===== src/core/hub_sideband_pkg.sv =====
// Shared constants and carrier types for the hub sideband pin block
package hub_sideband_pkg;

	localparam int NUM_DN = 7;
	localparam int NUM_ATTACH = 4;
	localparam int SYNC_DEPTH = 3;

	// Mode strap encodings, one code per strap setting
	localparam logic [2:0] MODE_SPEED_NO_MGMT = 3'h0;
	localparam logic [2:0] MODE_SPEED_TARGET = 3'h1;
	localparam logic [2:0] MODE_RSVD_THREE = 3'h2;
	localparam logic [2:0] MODE_RSVD_FOUR = 3'h3;
	localparam logic [2:0] MODE_CHARGE_IND = 3'h4;
	localparam logic [2:0] MODE_RSVD_SIX = 3'h5;

	// Port-count strap encodings: number of ports from port 1 upward
	localparam logic [2:0] CNT_NONE = 3'h0;
	localparam logic [2:0] CNT_ONE = 3'h1;
	localparam logic [2:0] CNT_TWO = 3'h2;
	localparam logic [2:0] CNT_THREE = 3'h3;
	localparam logic [2:0] CNT_FOUR = 3'h4;
	localparam logic [2:0] CNT_ALL = 3'h5;

	// Reset values of captured straps
	localparam logic [2:0] MODE_RESET = MODE_SPEED_NO_MGMT;
	localparam logic [2:0] CNT_RESET = CNT_NONE;
	localparam logic [6:0] PORTS_NONE = 7'h00;
	localparam logic [6:0] PORTS_ALL = 7'h7f;

	// Strap pin bundle
	typedef struct packed {
		logic [2:0] mode;
		logic [6:0] dp_off;
		logic [6:0] dm_off;
		logic [2:0] fixed_cnt;
		logic [2:0] charge_cnt;
	} strap_s;

	// Per-port link status from the hub core
	typedef struct packed {
		logic [6:0] connected;
		logic [6:0] superspeed;
		logic [6:0] bc_handshake;
		logic [6:0] host_port_off;
	} port_status_s;

	// Hub life cycle, Gray along reset -> capture -> run
	typedef enum logic [1:0] {
		ST_RESET = 2'b00,
		ST_CAPTURE = 2'b01,
		ST_RUN = 2'b11
	} life_e;

endpackage


===== src/core/hub_sideband_ctl.sv =====
// Sideband control, indicator and strap logic of the seven-port hub
// Overview of operation
// - Ganged mode: common control drives all enabled ports
// - Swap input low: port 0 upstream
// - Swap input high: port 1 upstream
// - Swap state output shows current role
// - ROM select held high in power-down
// - ROM disable bit frees clock pin
// - ROM clock held low during reset unless ROM disable bit set
// - Attach input powers matching SuperSpeed PHY
// - Speed flag: float, 0 slow, 1 SuperSpeed
// - Charge flag: float, 0 handshake, 1 none
// - Suspend flag reflects USB 2.0 suspend
// - External reset low holds reset mode
// - Straps captured at every reset release
// - Both disable straps judged per port
// - Mode strap sets indicator and management
// - Management interface only ever a target
// - Fixed-port strap sets non-removable count
// - Charge strap sets charging port count
// - Port off only when both straps high
// - Modes one/two speed, five charge flags
// - Enabled port senses, disabled drives low
`timescale 1ns/100ps
module hub_sideband_ctl
	import hub_sideband_pkg::*;
(
	input wire logic clk_sys,
	input wire logic rst_n,
	input wire logic por_n,
	input wire logic reset_pin_n,
	input wire logic role_swap_cmd,
	input wire logic common_port_power_ctl,
	input wire logic ganged_mode,
	input wire logic [3:0] type_c_attach,
	input wire strap_s strap_pins,
	input wire port_status_s port_status,
	input wire logic [6:0] port_power_wanted,
	input wire logic [7:0] port_power_ctl_in,
	input wire logic utility_config_one_rom_off,
	input wire logic rom_cs_run_n,
	input wire logic rom_clk_run,
	input wire logic power_down,
	input wire logic usb2_suspend,
	input wire logic general_io_four_out,
	input wire logic general_io_four_oe_n,
	output logic role_swap_state,
	output logic [7:0] port_power_ctl_out,
	output logic [7:0] port_power_ctl_oe_n,
	output logic [7:0] port_overcurrent,
	output logic [3:0] ss_phy_on,
	output logic [6:0] link_speed_flag,
	output logic [6:0] link_speed_flag_oe_n,
	output logic [6:0] charge_status_flag,
	output logic [6:0] charge_status_flag_oe_n,
	output logic suspend_flag,
	output logic rom_cs_n,
	output logic rom_clk,
	output logic rom_clk_oe_n,
	output logic general_io_four_in,
	output logic in_reset,
	output logic mgmt_enable,
	output logic mgmt_target,
	output logic [6:0] port_disabled,
	output logic [6:0] port_fixed,
	output logic [6:0] port_charge_en
);

	////////////////////////////////////////////////////////////////
	// Helpers

	// Thermometer mask of ports 1 upward from a count code
	function automatic logic [6:0] count_mask(input logic [2:0] code);
		logic [6:0] m;
		m = PORTS_NONE;
		unique case (code)
			CNT_NONE: m = PORTS_NONE;
			CNT_ONE: m = 7'h01;
			CNT_TWO: m = 7'h03;
			CNT_THREE: m = 7'h07;
			CNT_FOUR: m = 7'h0f;
			CNT_ALL: m = PORTS_ALL;
			default: m = PORTS_NONE;
		endcase
		return m;
	endfunction

	// Three-stage synchroniser step: shift in a new sample
	function automatic logic [2:0] sync_shift(input logic [2:0] s,
		input logic d);
		return {s[1:0], d};
	endfunction

	////////////////////////////////////////////////////////////////
	// Pin synchronisers

	logic [2:0] swap_sync;
	logic [2:0] gang_sync;
	logic [2:0] rstpin_sync;
	logic [2:0] attach_sync [NUM_ATTACH];
	logic [2:0] pctl_sync [8];
	logic swap_lvl;
	logic gang_lvl;
	logic rstpin_lvl;
	logic [3:0] attach_lvl;
	logic [7:0] pctl_lvl;

	// Sample the swap, ganged control and reset pins into their shift chains
	always_ff @(posedge clk_sys)
	begin
		if (!rst_n)
		begin
			swap_sync <= 3'h0;
			gang_sync <= 3'h0;
			rstpin_sync <= 3'h0;
		end
		else
		begin
			swap_sync <= sync_shift(swap_sync, role_swap_cmd);
			gang_sync <= sync_shift(gang_sync, common_port_power_ctl);
			rstpin_sync <= sync_shift(rstpin_sync, reset_pin_n);
		end
	end

	// Attach and port control pin chains
	always_ff @(posedge clk_sys)
	begin
		for (int i = 0; i < NUM_ATTACH; i++)
		begin
			if (!rst_n)
				attach_sync[i] <= 3'h0;
			else
				attach_sync[i] <= sync_shift(attach_sync[i], type_c_attach[i]);
		end
		for (int j = 0; j < 8; j++)
		begin
			if (!rst_n)
				pctl_sync[j] <= 3'h7;
			else
				pctl_sync[j] <= sync_shift(pctl_sync[j], port_power_ctl_in[j]);
		end
	end

	// Filtered levels: change once stages two and three agree
	always_ff @(posedge clk_sys)
	begin
		if (!rst_n)
		begin
			swap_lvl <= 1'b0;
			gang_lvl <= 1'b0;
			rstpin_lvl <= 1'b0;
			attach_lvl <= 4'h0;
			pctl_lvl <= 8'hff;
		end
		else
		begin
			if (swap_sync[1] == swap_sync[2])
				swap_lvl <= swap_sync[2];
			if (gang_sync[1] == gang_sync[2])
				gang_lvl <= gang_sync[2];
			if (rstpin_sync[1] == rstpin_sync[2])
				rstpin_lvl <= rstpin_sync[2];
			for (int i = 0; i < NUM_ATTACH; i++)
				if (attach_sync[i][1] == attach_sync[i][2])
					attach_lvl[i] <= attach_sync[i][2];
			for (int j = 0; j < 8; j++)
				if (pctl_sync[j][1] == pctl_sync[j][2])
					pctl_lvl[j] <= pctl_sync[j][2];
		end
	end

	////////////////////////////////////////////////////////////////
	// Reset mode and strap capture

	life_e life;
	logic por_seen;
	strap_s straps;

	// Reset mode while any of rst_n, por_n or the filtered reset pin is low
	always_ff @(posedge clk_sys)
	begin
		if (!rst_n || !por_n || !rstpin_lvl)
			life <= ST_RESET;
		else
		begin
			unique case (life)
				ST_RESET: life <= ST_CAPTURE;
				ST_CAPTURE: life <= ST_RUN;
				ST_RUN: life <= ST_RUN;
				default: life <= ST_RESET;
			endcase
		end
	end

	// Latch straps on the capture step only
	always_ff @(posedge clk_sys)
	begin
		if (!rst_n)
		begin
			straps.mode <= MODE_RESET;
			straps.dp_off <= PORTS_NONE;
			straps.dm_off <= PORTS_NONE;
			straps.fixed_cnt <= CNT_RESET;
			straps.charge_cnt <= CNT_RESET;
			por_seen <= 1'b0;
		end
		else
		begin
			por_seen <= 1'b1;
			if (life == ST_CAPTURE)
				straps <= strap_pins;
		end
	end

	////////////////////////////////////////////////////////////////
	// Strap decode

	logic [6:0] next_port_disabled;
	logic [6:0] next_fixed;
	logic [6:0] next_charge;
	logic speed_mode;
	logic charge_mode;

	// Port and count decode from captured straps
	always_comb
	begin
		next_port_disabled = straps.dp_off & straps.dm_off;
		next_fixed = count_mask(straps.fixed_cnt);
		next_charge = count_mask(straps.charge_cnt);
		speed_mode = (straps.mode == MODE_SPEED_NO_MGMT) ||
			(straps.mode == MODE_SPEED_TARGET);
		charge_mode = (straps.mode == MODE_CHARGE_IND);
	end

	// Registered configuration outputs
	always_ff @(posedge clk_sys)
	begin
		if (!rst_n)
		begin
			port_disabled <= PORTS_NONE;
			port_fixed <= PORTS_NONE;
			port_charge_en <= PORTS_NONE;
			mgmt_enable <= 1'b0;
			mgmt_target <= 1'b0;
			in_reset <= 1'b1;
		end
		else
		begin
			port_disabled <= next_port_disabled;
			port_fixed <= next_fixed;
			port_charge_en <= next_charge;
			mgmt_enable <= (straps.mode == MODE_SPEED_TARGET);
			mgmt_target <= (straps.mode == MODE_SPEED_TARGET);
			in_reset <= (life != ST_RUN) || !por_seen;
		end
	end

	////////////////////////////////////////////////////////////////
	// Role swap and port power

	// Upstream role follows the swap command
	always_ff @(posedge clk_sys)
	begin
		if (!rst_n)
			role_swap_state <= 1'b0;
		else if (life == ST_RUN)
			role_swap_state <= swap_lvl;
	end

	logic [7:0] next_pwr_on;
	logic [7:0] next_port_en;

	// Power wish per port; port 0 only when it is downstream
	always_comb
	begin
		next_port_en = {~port_disabled & ~port_status.host_port_off,
			role_swap_state};
		if (ganged_mode)
			next_pwr_on = {8{gang_lvl}};
		else
			next_pwr_on = {port_power_wanted, 1'b1};
		next_pwr_on = next_pwr_on & next_port_en;
	end

	// Enabled pin released to its pull-up, disabled pin driven low
	always_ff @(posedge clk_sys)
	begin
		if (!rst_n)
		begin
			port_power_ctl_out <= 8'h00;
			port_power_ctl_oe_n <= 8'hff;
			port_overcurrent <= 8'h00;
		end
		else
		begin
			port_power_ctl_out <= 8'h00;
			port_power_ctl_oe_n <= next_pwr_on;
			port_overcurrent <= next_pwr_on & ~pctl_lvl;
		end
	end

	////////////////////////////////////////////////////////////////
	// PHY enables and indicators

	// SuperSpeed PHY on while attach input high
	always_ff @(posedge clk_sys)
	begin
		if (!rst_n)
			ss_phy_on <= 4'h0;
		else
			ss_phy_on <= attach_lvl & {4{life == ST_RUN}};
	end

	// Speed and charge flags, floating when not applicable
	always_ff @(posedge clk_sys)
	begin
		if (!rst_n)
		begin
			link_speed_flag <= PORTS_NONE;
			link_speed_flag_oe_n <= PORTS_ALL;
			charge_status_flag <= PORTS_NONE;
			charge_status_flag_oe_n <= PORTS_ALL;
		end
		else
		begin
			link_speed_flag <= port_status.superspeed;
			link_speed_flag_oe_n <= ~(port_status.connected &
				{7{speed_mode}});
			charge_status_flag <= ~port_status.bc_handshake;
			charge_status_flag_oe_n <= ~(next_charge &
				{7{charge_mode}});
		end
	end

	// Suspend indicator for host wakeup sideband
	always_ff @(posedge clk_sys)
	begin
		if (!rst_n)
			suspend_flag <= 1'b0;
		else
			suspend_flag <= usb2_suspend && (life == ST_RUN);
	end

	////////////////////////////////////////////////////////////////
	// Serial ROM pins

	// Chip select high in power-down; clock low in reset unless freed
	always_ff @(posedge clk_sys)
	begin
		if (!rst_n)
		begin
			rom_cs_n <= 1'b1;
			rom_clk <= 1'b0;
			rom_clk_oe_n <= 1'b0;
			general_io_four_in <= 1'b0;
		end
		else
		begin
			general_io_four_in <= rom_clk_run;
			if (utility_config_one_rom_off)
			begin
				rom_cs_n <= 1'b1;
				rom_clk <= general_io_four_out;
				rom_clk_oe_n <= general_io_four_oe_n;
			end
			else
			begin
				rom_cs_n <= power_down || rom_cs_run_n || in_reset;
				rom_clk <= rom_clk_run && !in_reset && (life == ST_RUN);
				rom_clk_oe_n <= 1'b0;
			end
		end
	end

endmodule


===== config.mk =====
export PLATFORM = sky130hd
export DESIGN_NAME = hub_sideband_ctl
export DESIGN_NICKNAME = d
export VERILOG_FILES = /design/src/core/hub_sideband_pkg.sv /design/src/core/hub_sideband_ctl.sv
export SDC_FILE = /design/constraint.sdc
export NUM_CORES = 1
export LEC_CHECK = 0
export ABC_AREA = 0
export ABC_CLOCK_PERIOD_IN_PS = 1610
export BUFFER_PORTS_ARGS = -buffer_cell sky130_fd_sc_hd__clkbuf_2
export CORE_MARGIN = 1
export CORE_UTILIZATION = 48
export DETAILED_ROUTE_END_ITERATION = 7
export GPL_ROUTABILITY_DRIVEN = 0
export HOLD_SLACK_MARGIN = 0.15
export PLACE_DENSITY_LB_ADDON = 0.08
export SYNTH_ARGS = -nofsm -noshare
export SYNTH_HDL_FRONTEND = slang
export SYNTH_SLANG_ARGS = --single-unit

===== constraint.sdc =====
create_clock -name clk_sys -period 1.61 [get_ports clk_sys]
set_input_delay 0.483 -clock clk_sys [delete_from_list [all_inputs] [get_ports clk_sys]]
set_output_delay 0.483 -clock clk_sys [all_outputs]
set_load 0.05 [all_outputs]

==> impl_metrics.toml <==
[run_status]
outcome = "finished clean"

[cts]
cts_sinks = 157
insertion_delay_ns = 0.51
htreeDepth = 4
cts_buffers = 17
cts_tree = "yes"
root_buffer = "clkbuf_8"
clkTransAtPathRegs_ns = 0.06
clockBufferDepth = 2

[yosys]
synthFlopType = "dfxtp_1"
yosysUniqueCellTypes = 31
synthesis.area_mm2 = 0.00475
synth_top_cell_area_share_pct = 66.2
syn_avg_cell_area_um2 = 10.3
synthesis.instances = 462
synth_area_leaders = "dfxtp_1 (66%), nand2_1 (6.2%), and2_1 (4.9%)"
synth-edff-count = 0
synth_common_cells = "dfxtp_1 (157), nand2_1 (79), a21oi_1 (40), and2_1 (37), nand2b_1 (33)"
yosysMostFrequentCell = "dfxtp_1"
ys.warnings.count = 0
yosysSeqAreaShare_pct = 66.2
ys_ff_latch = 157
yosys.area.top_type = "dfxtp_1"
async_flop_share_pct = 0

[die]
ios = 170
rows = 35
initial_core_util_pct = 50.5
die_h_um = 101
dieArea_mm2 = 0.0103
die_w_um = 101
core-area_mm2 = 0.00942

[sta]
max_clock_freq_mhz = 636
layout_min_cycle_time_ns = 1.57
worst_pin_slew_ns = 0.545
rsz0062_at_grt = "true"
finalCritPeriodShare_pct = 97.7
finClkSkew_ns = 0.00512
slew_headroom_pct = 63.6
report.final.slew_viol_count = 0
tns_ns = 0
setup_slack_ns = 0.0365
finalSetupViolCount = 0
hold_viol = 0

[setup_path]
cp-startpoint = "port_charge_en[5]"
crit_cells = 1
path_class = "reg2out"
arrival_ns = 1.09
slowest_stage = "dfxtp_1"
cp-endpoint = "port_charge_en[5]"
critical_path_required_ns = 1.13
reg2reg_from = "straps[4]"
path_buf_inv = 1
rr_worst_depth = 5
endpoint_kind = "primary output"
r2r_slack_ns = 0.30
crit_path_cell_trace = "clkbuf_4"
crit_path_start_kind = "register"
path_max_fanout = 3
rr_endpoint = "port_fixed[2]"
slowest_delay_ns = 0.35
crit_family = "flip-flops"

[global_route]
overflow = 0
antenna_found_initial = 0
grt_pass1_wl_um = 15500
grt_max_degree = 50
grt_usage_pct = 19.9
grt_pass1_vias = 3412

[finish]
drive_gt1_share_pct = 32.0
stdcell_area_mm2 = 0.00658
fin_util_pct = 69.9
syn_to_final_growth_pct = 38.6
nFillCells = 745
diodes = 0
nets = 730

[power]
irDropWorstVdd_v = 0.000688
powerDensity_mw_per_mm2 = 1310
p_leak_nw = 2.91
total_power_w = 0.00865

[route]
wl_per_cell_um = 12.8
firstDrtPassIters = 4
vias = 3672
via_per_inst = 4.67
drt_iter0_markers = 94
drcViolationCount = 0
antenna_left = 0
drt_wl_total_um = 10100

[placement]
numPortBuffers = 161
dpl_cell_area_mm2 = 0.00564
place_hpwl_um = 6650
place_ws_ns = 0.173

[flow_run]
maxCapViolCount = 0

[hold_path]
hold_class = "in2reg"
[where the power goes]
group	total, W	switching, W	internal [W]
clock network	0.00410	0.00153	0.00257
logic	0.000535	0.000338	0.000197
registers	0.00401	0.0000291	0.00398
[cells in the final DEF (no fill, tap or decap), drive strengths merged, types with 7 or more instances in the layout]
cell type | synthesis | final
dfxtp | 157 | 157
inv | 5 | 8
and3 | 9 | 9
buf | 23 | 42
nand2 | 79 | 79
a211o | 7 | 7
dlygate4sd3 | 0 | 21
nor3 | 10 | 10
a21oi | 41 | 41
and2 | 37 | 37
conb | 1 | 8
clkbuf | 10 | 145
nor2 | 18 | 18
o21ai | 16 | 16
nand2b | 33 | 33
[kinds of logic (layout without fill, tap and decap cells)]
family	after synthesis	in the layout	share of synthesized area, %
AO/OA/AOI/OAI	67	67	7.90
XOR/XNOR	1	1	0.184
adder cells (fa/ha/maj)	2	2	0.527
buffers and inverters	38	226	4.32
flip-flops	157	157	66.2
other	1	8	0.0789
AND/OR/NAND/NOR	196	196	20.8
[worst min path at each step]
stage / start / endpoint / slack (ns) / cells past startpoint
after floorplan: por_seen / in_reset / 0.34 / 1
after global placement: por_seen / in_reset / 0.35 / 1
after detailed placement: por_seen / in_reset / 0.36 / 1
after CTS: port_power_ctl_in[1] / pctl_sync[0][3] / 0.15 / 2
after global routing: type_c_attach[1] / attach_sync[1][0] / 0.16 / 2
final: port_power_ctl_in[1] / pctl_sync[0][3] / 0.17 / 2
[flip-flops by register name (all words and copies together) (netlist names), 2 cells and up]
register and cells:
pctl_sync 24, straps 23, attach_sync 12, pctl_lvl 8, port_overcurrent 8, port_power_ctl_oe_n 8
charge_status_flag 7, link_speed_flag 7, link_speed_flag_oe_n 7, port_disabled 7, charge_status_flag_oe_n 5, port_charge_en 5
port_fixed 5, attach_lvl 4, ss_phy_on 4, gang_sync 3, rstpin_sync 3, swap_sync 3
life 2
[through the flow]
step / std cells / hold WS, ns
3_5_place_dp: 733 / 0.360
2_1_floorplan: 469 / 0.343
6_report: 786 / 0.169
3_3_place_gp: 733 / 0.347
5_1_grt: 786 / 0.158
4_1_cts: 786 / 0.150
[layout make-up]
cell class	count	area [µm²]	area share [%]
Clock buffer	19	432	6.56
Clock inverter	13	188	2.85
Inverter	5	18.8	0.285
Multi-Input combinational cell	274	1430	21.7
Sequential cell	157	3150	47.9
Tap cell	129	161	2.45
Timing Repair Buffer	189	1200	18.2
[worst register-to-register path, delay by kind of cell, from the launching register on]
family	cells	cell delay, ns
DFF	1	0.35
buffers and inverters	1	0.10
adders and majority gates	1	0.30
and+or+nand+nor	1	0.23
AOI/OAI and AO/OA	2	0.28
[layer usage]
metal	vias to the layer above	routed length (µm)	track usage, %	share of wire (%)
met5	-	0	0	0
met4	0	55	7.25	0.55
met3	4	475	5.87	4.7
met2	110	5180	34.5	51
met1	1721	4370	23.5	43
li1	1837	-	-	-
[repair_timing]
action / in CTS / in global routing
setup endpoints to repair: 26 / 43
resized for setup: 35 / 42
hold endpoints to repair: 21 / 0
setup buffers: 0 / 0
hold buffers: 21 / 0
Power figures use the tool's default switching activity.
